File: src/verilog/trig_qual_pkg.sv
// Purpose: Shared constants and types for the trace trigger qualifier
// Assumes: One 10 MHz clock; bus strobes arrive asynchronously on pins
// Notes: Cycle type and data mode codes are the encodings of the config ports
package trig_qual_pkg;
	// Widths of the monitored bus and the number of qualifier lines
	localparam int ADDR_W = 24;
	localparam int DATA_W = 16;
	localparam int LINES = 4;
	localparam int TRACE_W = 8;
	// Cycle type selections per qualifier line
	localparam logic [1:0] CYC_INCLUDE_ALL = 2'h0;
	localparam logic [1:0] CYC_FETCH_OR_READ = 2'h1;
	localparam logic [1:0] CYC_DATA_OR_WRITE = 2'h2;
	localparam logic [1:0] CYC_EXCLUDE_ALL = 2'h3;
	// Data compare modes
	localparam logic DMODE_RANGE = 1'b0;
	localparam logic DMODE_PATTERN = 1'b1;
	// Values after reset
	localparam logic [ADDR_W-1:0] ADDR_RESET = 24'h00_0000;
	localparam logic [DATA_W-1:0] DATA_RESET = 16'h0000;
	localparam logic [TRACE_W-1:0] TRACE_RESET = 8'h00;
	// Synchroniser depth in cycles
	localparam int SYNC_STAGES = 2;
	// Bus cycle phases
	typedef enum logic [1:0] {
		PH_IDLE,
		PH_ADDR,
		PH_DATA
	} phase_e;
endpackage : trig_qual_pkg

File: src/verilog/line_match.sv
// Purpose: One address qualifier line: cycle type and inclusive range test
// Assumes: Inputs already stable and on the system clock
// Notes: Purely combinational; the caller registers the result
`timescale 1ns/1ps
module line_match #(
	parameter int ADDR_W = 24
) (
	// Cycle description
	input wire logic data_mode_i,
	input wire logic fetch_i,
	input wire logic read_i,
	input wire logic write_i,
	input wire logic [ADDR_W-1:0] addr_i,
	input wire logic [ADDR_W-1:0] mask_i,
	// Line programming
	input wire logic [1:0] cyc_type_i,
	input wire logic [ADDR_W-1:0] begin_i,
	input wire logic [ADDR_W-1:0] end_i,
	// Result
	output logic hit_o
);
	wire logic [ADDR_W-1:0] a_eff;
	wire logic [ADDR_W-1:0] b_eff;
	wire logic [ADDR_W-1:0] e_eff;
	wire logic in_range;
	wire logic data_acc;
	logic type_ok;

	// Mask both the cycle address and the bounds
	assign a_eff = addr_i & mask_i;
	assign b_eff = begin_i & mask_i;
	assign e_eff = end_i & mask_i;
	assign in_range = (a_eff >= b_eff) && (a_eff <= e_eff);
	assign data_acc = read_i | write_i;

	// Cycle type selection; fetch is never seen in data mode
	always_comb begin
		case (cyc_type_i)
			trig_qual_pkg::CYC_INCLUDE_ALL: type_ok = data_mode_i ? data_acc : (fetch_i | data_acc);
			trig_qual_pkg::CYC_FETCH_OR_READ: type_ok = data_mode_i ? read_i : fetch_i;
			trig_qual_pkg::CYC_DATA_OR_WRITE: type_ok = data_mode_i ? write_i : data_acc;
			default: type_ok = 1'b0;
		endcase
	end

	assign hit_o = type_ok & in_range;
endmodule : line_match

File: src/verilog/trace_trigger_qualifier.sv
// Purpose: Trigger qualifier for the trace board watching external bus cycles
// Assumes: Strobes and bus pins are asynchronous; all pass two flip-flops
// Notes: Bus must hold address/data a few clocks around each strobe edge
`timescale 1ns/1ps
// Operation
// Opcode mode include-all: fetch or data access
// Opcode mode fetch-only: instruction fetches only
// Opcode mode data: any read or write
// Exclude-all line never matches
// Address range inclusive at both ends
// Data mode include-all: any read or write
// Data mode read-only: reads only
// Data mode write-only: writes only
// Address and data qualify same cycle
// Data range inclusive, end counted inside
// Data pattern equality on bits
// Data spec ANDed with data mask
// Address spec ANDed with address mask
// Disabled trigger produces no match
// Inputs 0-3 sampled at ALE fall
// Inputs 4-7 sampled at strobe rise
// Lines ORed, address AND data results
// Evaluate once per cycle on latched values
module trace_trigger_qualifier #(
	parameter int ADDR_W = trig_qual_pkg::ADDR_W,
	parameter int DATA_W = trig_qual_pkg::DATA_W,
	parameter int LINES = trig_qual_pkg::LINES
) (
	// Clock and reset
	input wire logic clock_i,
	input wire logic reset_i,
	// Monitored bus pins
	input wire logic addr_strobe_i,
	input wire logic read_strobe_n_i,
	input wire logic write_strobe_n_i,
	input wire logic fetch_i,
	input wire logic [ADDR_W-1:0] addr_i,
	input wire logic [DATA_W-1:0] data_i,
	input wire logic [trig_qual_pkg::TRACE_W-1:0] trace_pins_i,
	// Trigger configuration
	input wire logic enable_i,
	input wire logic data_mode_i,
	input wire logic [2*LINES-1:0] cyc_type_i,
	input wire logic [LINES*ADDR_W-1:0] addr_begin_i,
	input wire logic [LINES*ADDR_W-1:0] addr_end_i,
	input wire logic [ADDR_W-1:0] addr_mask_i,
	input wire logic [LINES-1:0] data_line_en_i,
	input wire logic [LINES-1:0] data_cmp_mode_i,
	input wire logic [LINES*DATA_W-1:0] data_begin_i,
	input wire logic [LINES*DATA_W-1:0] data_end_i,
	input wire logic [DATA_W-1:0] data_mask_i,
	// Results
	output logic trigger_o,
	output logic cycle_done_o,
	output logic [ADDR_W-1:0] rec_addr_o,
	output logic [DATA_W-1:0] rec_data_o,
	output logic rec_write_o,
	output logic [trig_qual_pkg::TRACE_W-1:0] rec_trace_o
);
	// Synchroniser stages; the second stage is read by logic, and the strobes' third stage by edge detection
	logic ale_s1_q, ale_s2_q, ale_s3_q;
	logic rd_s1_q, rd_s2_q, rd_s3_q;
	logic wr_s1_q, wr_s2_q, wr_s3_q;
	logic fetch_s1_q, fetch_s2_q;
	logic [ADDR_W-1:0] addr_s1_q, addr_s2_q;
	logic [DATA_W-1:0] data_s1_q, data_s2_q;
	logic [trig_qual_pkg::TRACE_W-1:0] trc_s1_q, trc_s2_q;

	// Latched cycle state
	trig_qual_pkg::phase_e phase_q, phase_d;
	logic [ADDR_W-1:0] addr_q;
	logic fetch_q;
	logic [trig_qual_pkg::TRACE_W-1:0] trace_q;
	logic trigger_q, done_q, rec_wr_q;
	logic [DATA_W-1:0] rec_data_q;

	// Edge detection on synchronised strobes
	wire logic ale_fall;
	wire logic rd_rise;
	wire logic wr_rise;
	wire logic strobe_rise;
	assign ale_fall = ale_s3_q & ~ale_s2_q;
	assign rd_rise = rd_s2_q & ~rd_s3_q;
	assign wr_rise = wr_s2_q & ~wr_s3_q;
	assign strobe_rise = rd_rise | wr_rise;

	// Two flip-flops on every pin so metastability never reaches decode
	always_ff @(posedge clock_i or posedge reset_i) begin
		if (reset_i) begin
			{ale_s1_q, ale_s2_q, ale_s3_q} <= 3'h0;
			{rd_s1_q, rd_s2_q, rd_s3_q} <= 3'h7;
			{wr_s1_q, wr_s2_q, wr_s3_q} <= 3'h7;
			{fetch_s1_q, fetch_s2_q} <= 2'h0;
			addr_s1_q <= trig_qual_pkg::ADDR_RESET;
			addr_s2_q <= trig_qual_pkg::ADDR_RESET;
			data_s1_q <= trig_qual_pkg::DATA_RESET;
			data_s2_q <= trig_qual_pkg::DATA_RESET;
			trc_s1_q <= trig_qual_pkg::TRACE_RESET;
			trc_s2_q <= trig_qual_pkg::TRACE_RESET;
		end else begin
			{ale_s1_q, ale_s2_q, ale_s3_q} <= {addr_strobe_i, ale_s1_q, ale_s2_q};
			{rd_s1_q, rd_s2_q, rd_s3_q} <= {read_strobe_n_i, rd_s1_q, rd_s2_q};
			{wr_s1_q, wr_s2_q, wr_s3_q} <= {write_strobe_n_i, wr_s1_q, wr_s2_q};
			{fetch_s1_q, fetch_s2_q} <= {fetch_i, fetch_s1_q};
			addr_s1_q <= addr_i;
			addr_s2_q <= addr_s1_q;
			data_s1_q <= data_i;
			data_s2_q <= data_s1_q;
			trc_s1_q <= trace_pins_i;
			trc_s2_q <= trc_s1_q;
		end
	end

	// Cycle phase: address latched, then waiting for the data strobe
	// A new address strobe always restarts the cycle, so a lost strobe cannot wedge it
	always_comb begin
		phase_d = phase_q;
		case (phase_q)
			trig_qual_pkg::PH_IDLE: if (ale_fall) phase_d = trig_qual_pkg::PH_ADDR;
			trig_qual_pkg::PH_ADDR: phase_d = trig_qual_pkg::PH_DATA;
			trig_qual_pkg::PH_DATA: if (strobe_rise) phase_d = trig_qual_pkg::PH_IDLE;
			default: phase_d = trig_qual_pkg::PH_IDLE;
		endcase
		if (ale_fall) phase_d = trig_qual_pkg::PH_ADDR;
	end

	// Cycle kind of the strobe now ending; a fetch is a read with fetch flag
	wire logic cyc_read;
	wire logic cyc_write;
	wire logic cyc_fetch;
	wire logic evaluate;
	assign evaluate = (phase_q == trig_qual_pkg::PH_DATA) && strobe_rise;
	assign cyc_fetch = rd_rise & fetch_q;
	assign cyc_read = rd_rise & ~fetch_q;
	assign cyc_write = wr_rise;

	// Masked data compare, shared by all data lines
	function automatic logic data_hit(input logic [DATA_W-1:0] d, input logic [DATA_W-1:0] lo,
		input logic [DATA_W-1:0] hi, input logic [DATA_W-1:0] m, input logic pat);
		logic [DATA_W-1:0] de;
		de = d & m;
		if (pat == trig_qual_pkg::DMODE_PATTERN)
			data_hit = (de == (lo & m));
		else
			data_hit = (de >= (lo & m)) && (de <= (hi & m));
	endfunction : data_hit

	// Address and data lines
	wire logic [LINES-1:0] addr_hits;
	wire logic [LINES-1:0] data_hits;
	genvar g;
	generate
		for (g = 0; g < LINES; g++) begin : g_line
			line_match #(.ADDR_W(ADDR_W)) u_line (
				.data_mode_i(data_mode_i),
				.fetch_i(cyc_fetch),
				.read_i(cyc_read),
				.write_i(cyc_write),
				.addr_i(addr_q),
				.mask_i(addr_mask_i),
				.cyc_type_i(cyc_type_i[2*g +: 2]),
				.begin_i(addr_begin_i[g*ADDR_W +: ADDR_W]),
				.end_i(addr_end_i[g*ADDR_W +: ADDR_W]),
				.hit_o(addr_hits[g])
			);
			assign data_hits[g] = data_line_en_i[g] & data_hit(data_s2_q, data_begin_i[g*DATA_W +: DATA_W],
				data_end_i[g*DATA_W +: DATA_W], data_mask_i, data_cmp_mode_i[g]);
		end
	endgenerate

	// OR within each window, then AND; an empty data window passes
	wire logic addr_ok;
	wire logic data_ok;
	wire logic match;
	assign addr_ok = |addr_hits;
	assign data_ok = (data_line_en_i == '0) ? 1'b1 : (|data_hits);
	assign match = enable_i & evaluate & addr_ok & data_ok;

	// Latch address and low trace bits at address strobe fall
	always_ff @(posedge clock_i or posedge reset_i) begin
		if (reset_i) begin
			phase_q <= trig_qual_pkg::PH_IDLE;
			addr_q <= trig_qual_pkg::ADDR_RESET;
			fetch_q <= 1'b0;
			trace_q <= trig_qual_pkg::TRACE_RESET;
		end else begin
			phase_q <= phase_d;
			if (ale_fall) begin
				addr_q <= addr_s2_q;
				fetch_q <= fetch_s2_q;
				trace_q[3:0] <= trc_s2_q[3:0];
			end
			if (strobe_rise) trace_q[7:4] <= trc_s2_q[7:4];
		end
	end

	// Result outputs, one done pulse per evaluated cycle and one trigger pulse per qualified cycle
	always_ff @(posedge clock_i or posedge reset_i) begin
		if (reset_i) begin
			trigger_q <= 1'b0;
			done_q <= 1'b0;
			rec_wr_q <= 1'b0;
			rec_data_q <= trig_qual_pkg::DATA_RESET;
		end else begin
			trigger_q <= match;
			done_q <= evaluate;
			if (evaluate) begin
				rec_wr_q <= cyc_write;
				rec_data_q <= data_s2_q;
			end
		end
	end

	// Record trace bits: high nibble from the strobe just seen
	logic [trig_qual_pkg::TRACE_W-1:0] rec_trace_q;
	logic [ADDR_W-1:0] rec_addr_q;
	always_ff @(posedge clock_i or posedge reset_i) begin
		if (reset_i) begin
			rec_trace_q <= trig_qual_pkg::TRACE_RESET;
			rec_addr_q <= trig_qual_pkg::ADDR_RESET;
		end else if (evaluate) begin
			rec_trace_q <= {trc_s2_q[7:4], trace_q[3:0]};
			rec_addr_q <= addr_q;
		end
	end

	assign trigger_o = trigger_q;
	assign cycle_done_o = done_q;
	assign rec_addr_o = rec_addr_q;
	assign rec_data_o = rec_data_q;
	assign rec_write_o = rec_wr_q;
	assign rec_trace_o = rec_trace_q;
endmodule : trace_trigger_qualifier

File: config.mk
export PLATFORM = sky130hd
export DESIGN_NAME = trace_trigger_qualifier
export DESIGN_NICKNAME = d
export VERILOG_FILES = /design/src/verilog/trig_qual_pkg.sv /design/src/verilog/line_match.sv /design/src/verilog/trace_trigger_qualifier.sv
export SDC_FILE = /design/constraint.sdc
export NUM_CORES = 1
export LEC_CHECK = 0
export BUFFER_PORTS_ARGS = -buffer_cell sky130_fd_sc_hd__buf_4
export CORE_MARGIN = 2
export CORE_UTILIZATION = 25
export CTS_BUF_LIST = sky130_fd_sc_hd__clkbuf_8
export CTS_CLUSTER_DIAMETER = 30
export DETAILED_ROUTE_END_ITERATION = 8
export PLACE_DENSITY = 0.46
export SETUP_SLACK_MARGIN = 0.4
export SLEW_MARGIN = 20
export SYNTH_ARGS = -nofsm -noshare
export SYNTH_HDL_FRONTEND = slang
export SYNTH_SLANG_ARGS = --single-unit
File: constraint.sdc
create_clock -name clock_i -period 8.05 [get_ports clock_i]
set_input_delay 2.415 -clock clock_i [delete_from_list [all_inputs] [get_ports clock_i]]
set_output_delay 2.415 -clock clock_i [all_outputs]
set_load 0.05 [all_outputs]
-- Yosys cells after proc, flatten, opt, wreduce, memory -nomap -nowiden
Cells that the tools add are included.
- bits of input ports: 432
- register bits after elaboration: 189
- output and inout port bits: 51
- logic and storage cells: 133
- bitwise gates (word level): 41
- reductions and logical operators: 18
- mux-type cells: 15
- equal/unequal tests: 16
- order comparisons: 16
- operator list (operator ; count):
    AND 24 bit ; 9
    AND 16 bit ; 9
    greater-or-equal comparator 24 bit ; 4
    <= comparator 24 bit ; 4
    equality test 16 bit ; 4
    greater-or-equal comparator 16 bit ; 4
    <= comparator 16 bit ; 4
    AND 1 bit ; 16
    case mux 1 bit (3 select lines) ; 4
    equality test 2 x 1 -> 1 bit, second input constant ; 5
    equality test 2 bit, second input constant ; 5
    logical NOT 2 bit ; 5
    logical AND 1 bit ; 9
    two-way mux 1 bit ; 8
    OR reduction 4 bit ; 2
    case mux 2 bit (3 select lines) ; 1
    logical NOT 4 bit ; 1
    two-way mux 2 bit ; 2
    inverter 1 bit ; 4
    != test 3 bit, second input constant ; 1
    OR 1 bit ; 3
    != test 2 bit, second input constant ; 1
    AND reduction 2 bit ; 1

-- Depth between registers and ports, before layout
- depth after elaboration: 11
- gate-level depth with buffers: 11
- gate-level depth less buffers: 10

-- Hierarchy
From an unflattened synthesis, not the netlist that was laid out.
- cells, all modules: 1667
- area, all modules: 14876.8 um2
- by module, submodules not included (module ; times used ; seq. area each (um2) ; area each (um2) ; cells each):
    trace_trigger_qualifier ; 1 ; 4737.0 ; 9306.4 ; 899
    line_match ; 4 ; 0.0 ; 1392.6 ; 192

-- Worst setup path before layout
OpenSTA, ideal clock, no wires.
- kind: input port to flip-flop
- start: input port addr_mask_i[4]
- end: register trigger_q (netlist: trigger_o)
- stages: 10
- setup time: 136 ps
- data required time: 7914 ps
- slack: 3203 ps
- arrival: 4711 ps
- buffers on the path: 1
- cell sequence: clkbuf_1 and2_1 ha_1 or4_1 a221o_1 a221oi_1 a2111oi_1 o311a_1 nor4_1 a311oi_1
- longest elaborated chain between the ends: 7
- elaborated cells between the ends (all ways): 28
- classes of those cells: order compare (8); bitwise (15); reduce/logical (5)
- ends and longest elaborated chain (what ; RTL line ; text):
    start, declared ; trace_trigger_qualifier.sv:46 ; input wire logic [ADDR_W-1:0] addr_mask_i,
    AND 24 bit (on tied branches) ; line_match.sv:30, line_match.sv:31, line_match.sv:32 ;
    greater-or-equal comparator 24 bit / <= comparator 24 bit (equally long branches) ; line_match.sv:33 ; assign in_range = (a_eff >= b_eff) && (a_eff <= e_eff);
    logical AND 1 bit ; line_match.sv:33 ;
    AND 1 bit ; line_match.sv:46 ; assign hit_o = type_ok & in_range;
    OR reduction 4 bit * ; trace_trigger_qualifier.sv:175 ; assign addr_ok = |addr_hits;
    AND 1 bit * (2 in series) ; trace_trigger_qualifier.sv:177 ; assign match = enable_i & evaluate & addr_ok & data_ok;
    via match ; trace_trigger_qualifier.sv:174 ; wire logic match;
    end signal, assigned ; trace_trigger_qualifier.sv:205 ; trigger_q <= match;
    end, declared ; trace_trigger_qualifier.sv:74 ; logic trigger_q, done_q, rec_wr_q;
Mark *: on every way through the listed nets, which the timed path passes. The rest lies on a longest branch.
A chain may end at the register's enable or synchronous reset.

-- Worst setup path in the final report
- start: input port addr_mask_i[17]
- end: register trigger_q (netlist: trigger_o)
Same word-level chain as after synthesis.

==> impl_metrics.env <==
export IMPL_gp_congestion=0.902
export IMPL_skew_ns=0.0201
export IMPL_worst_slack_ns=2.72
export IMPL_start_util_pct=25.2
export IMPL_r2r_slack_ns=4.38
export IMPL_clock_latency_ns=0.47
export IMPL_synthArstFlopShare_pct=100
export IMPL_slew_violations=0
export IMPL_grt_busiest_layer="met2"
export IMPL_hold_path_class="flip-flop to flip-flop"
export IMPL_synthAdderAreaFrac_pct=26.4
export IMPL_finalCritPeriodShare_pct=66.2
export IMPL_syn_area_um2=14400
export IMPL_finalSetupViolations=0
export IMPL_use_met2_pct=33.8
export IMPL_post_drt_wl_per_cell_um=20.7
export IMPL_r2r_start="addr_q[4]"
export IMPL_htreeDepth=4
export IMPL_cp_endpoint="trigger_o"
export IMPL_die_h_um=244
export IMPL_cts_tree="yes"
export IMPL_synthMuxAreaShare_pct=2.54
export IMPL_ys_flop_type="dfrtp_1"
export IMPL_maxSlewHeadroom_pct=27.1
export IMPL_design_portCount=483
export IMPL_nets=2815
export IMPL_root_buffer="clkbuf_8"
export IMPL_grt_max_degree=102
export IMPL_ctsHoldBuffers=0
export IMPL_final_hold_violation_count=0
export IMPL_required_ns=8.37
export IMPL_synth_top_family_by_area="adder cells"
export IMPL_clockBufferDepth=2
export IMPL_antenna_found_initial=10
export IMPL_synth_area_per_cell_um2=8.84
export IMPL_timing_hold_ws_ns=0.336
export IMPL_p_leak_nw=9.67
export IMPL_drt_pre_antenna_iters=5
export IMPL_path_clk_slew_ns=0.10
export IMPL_cts_sinks=189
export IMPL_synth_compound_area_share_pct=13.6
export IMPL_ys_warn_count=0
export IMPL_die_w_um=244
export IMPL_crit_fanout=9
export IMPL_place_ws_ns=2.09
export IMPL_maxCapViolations=0
export IMPL_drtIter0Drc=738
export IMPL_worstSetupPathType="primary input to flip-flop"
export IMPL_hpwl_um=50300
export IMPL_use_met3_pct=3.78
export IMPL_critPathLaunch="addr_mask_i[17]"
export IMPL_multi_input_area_um2=9440
export IMPL_syn2layout_area_growth_pct=33.3
export IMPL_dr_total_vias=13700
export IMPL_io_buffers=482
export IMPL_reg2reg_to="trigger_o"
export IMPL_rows=88
export IMPL_tightest_slew_ns=1.09
export IMPL_grt_pass1_vias=14500
export IMPL_synth_ff_latch_count=189
export IMPL_cts_resized_gates=0
export IMPL_post_route_min_period_ns=5.33
export IMPL_synth_seq_area_share_pct=32.8
export IMPL_rsz0062_at_grt="no"
export IMPL_drt_wl_total_um=59200
export IMPL_fill_cells=6095
export IMPL_fp_dieArea_um2=59700
export IMPL_p_per_area_nw_per_um2=165
export IMPL_grt_pass1_wl_um=88300
export IMPL_regArea_um2=4740
export IMPL_grt_usage_pct=19.6
export IMPL_synth_simple_area_share_pct=21.8
export IMPL_yosysUniqueCellTypes=59
export IMPL_cts_inserted_buffers=17
export IMPL_drive_above_1_share_pct=26.9
export IMPL_final_util_pct=33.5
export IMPL_synth_cells=1632
export IMPL_r2r_cells=9
export IMPL_grtUsageMet1_pct=24.8
export IMPL_viasPerCell=4.77
export IMPL_worstSetupStartpointType="primary input"
export IMPL_endpoint_kind="flip-flop"
export IMPL_status="completed"
export IMPL_synth_nets=2368
export IMPL_totalNegativeSetupSlack_ns=0
export IMPL_ant_nets=0
export IMPL_coreArea_um2=57400
export IMPL_post_cts_buffers=0
export IMPL_power_mw=3.18
export IMPL_ir_drop_mv=0.162
export IMPL_synthXorXnorAreaFrac_pct=0.971
export IMPL_worstPathArrival_ns=5.64
export IMPL_gr_total_overflow=0
export IMPL_synth_edf_count=0
export IMPL_drc=0
export IMPL_max_freq_mhz=188
state kept, by name (all words and copies together) (netlist names), 2 cells and up:
signal,cells
addr_s1_q,24
data_s1_q,16
trace_q,4
rec_addr_o,24
addr_q,24
trc_s2_q,8
rec_trace_o,8
addr_s2_q,24
data_s2_q,16
rec_data_o,16
phase_q,2
trc_s1_q,8
synthesized netlist by cell type (all sizes together) (8+ instances only):
cell type | number | area share (%)
xor2 | 12 | 0.73
nor3 | 11 | 0.38
ha | 304 | 26
nor2 | 34 | 0.88
a211oi | 16 | 0.83
nand3 | 31 | 1.1
mux2 | 29 | 2.3
a21o | 36 | 1.9
inv | 11 | 0.29
a21oi | 107 | 3.7
o21ai | 60 | 2.1
nand2 | 483 | 13
clkbuf | 55 | 1.4
nand4 | 44 | 1.9
and2 | 58 | 2.5
a2111oi | 9 | 0.55
dfrtp | 183 | 32
o211ai | 8 | 0.42
nor2b | 21 | 0.91
logic make-up (layout without fill, tap and decap cells):
kind of cell    count (synthesis)  in the layout
xor+xnor                       16             16
compound gates                307            307
mux                            33             33
fa+ha+maj                     304            304
buf+inv                        70            530
flops                         189            189
simple gates                  713            713
other cells                     0              8
cells in the final DEF, fill, tap and decap left out, types with 4 or more instances in the layout:
| cell | synthesis | final |
|---|---|---|
| buf_4 | 2 | 487 |
| nand2_1 | 483 | 483 |
| ha_1 | 304 | 304 |
| dfrtp_1 | 183 | 183 |
| a21oi_1 | 107 | 107 |
| and2_1 | 56 | 56 |
| nand4_1 | 44 | 44 |
| o21ai_0 | 44 | 44 |
| a21o_1 | 36 | 35 |
| nor2_1 | 34 | 34 |
| nand3_1 | 31 | 31 |
| mux2_2 | 29 | 29 |
| nor2b_1 | 21 | 20 |
| clkbuf_8 | 0 | 19 |
| a211oi_1 | 16 | 16 |
| o21ai_1 | 16 | 16 |
| xor2_1 | 12 | 12 |
| nor3_1 | 11 | 11 |
| diode_2 | 0 | 8 |
| o211ai_1 | 8 | 8 |
| inv_1 | 8 | 7 |
| a2111oi_0 | 8 | 7 |
| a31oi_1 | 7 | 7 |
| o31ai_1 | 7 | 7 |
| o21a_1 | 7 | 7 |
| nand2b_1 | 6 | 6 |
| and4_1 | 6 | 6 |
| a221oi_1 | 6 | 6 |
| dfstp_2 | 6 | 6 |
| nor4_1 | 6 | 5 |
| a221o_1 | 4 | 4 |
| a311oi_1 | 4 | 4 |
| xnor2_1 | 4 | 4 |
| o21bai_1 | 4 | 4 |
| or4_1 | 4 | 4 |
| a21boi_0 | 4 | 4 |
| mux2i_1 | 4 | 4 |
| inv_8 | 0 | 4 |
| inv_6 | 0 | 4 |
metal layers:
metal	vias to the layer above	routed length (um)
met3	49	3000
met1	6537	26000
met5	-	27
met2	364	28900
met4	4	1240
li1	6726	-
worst max-delay path, stage by stage:
cell      delay (ns)
buf_4           0.15
and2_1          0.33
ha_1            0.38
nand4_1         0.18
nor4_1          0.65
o311ai_0        0.31
a41o_1          0.28
o311a_1         0.12
nor4_2          0.69
a311oi_1        0.13
final cells by class:
type | count | area share [%]
Clock inverter | 13 | 0.637
Tap cell | 765 | 4.97
Timing Repair Buffer | 487 | 19.0
Inverter | 11 | 0.254
Clock buffer | 19 | 1.36
Sequential cell | 189 | 24.6
Antenna cell | 8 | 0.104
Multi-Input combinational cell | 1373 | 49.1
metrics by stage:
step	std cells	instance area, um^2
after floorplan	1632	14400
after global placement	2825	18800
after detailed placement	2825	18800
after CTS	2857	19200
after global routing	2864	19200
final	2865	19200
worst min path at each step:
| stage | startpoint | to | slack [ns] | cells after the start |
|---|---|---|---|---|
| floorplan | addr_s1_q[0] | addr_s2_q[0] | 0.33 | 0 |
| global placement | data_s1_q[10] | data_s2_q[10] | 0.33 | 0 |
| detailed placement | addr_s1_q[15] | addr_s2_q[15] | 0.33 | 0 |
| CTS | data_s1_q[15] | data_s2_q[15] | 0.33 | 0 |
| global route | data_s1_q[15] | data_s2_q[15] | 0.35 | 0 |
| finish | data_s1_q[15] | data_s2_q[15] | 0.34 | 0 |
report_power, final:
group / internal, mW / switching [mW] / total, mW
combinational: 0.538 / 0.863 / 1.40
sequential: 1.08 / 0.0907 / 1.17
clock: 0.243 / 0.370 / 0.613
Power figures use the tool's default switching activity.
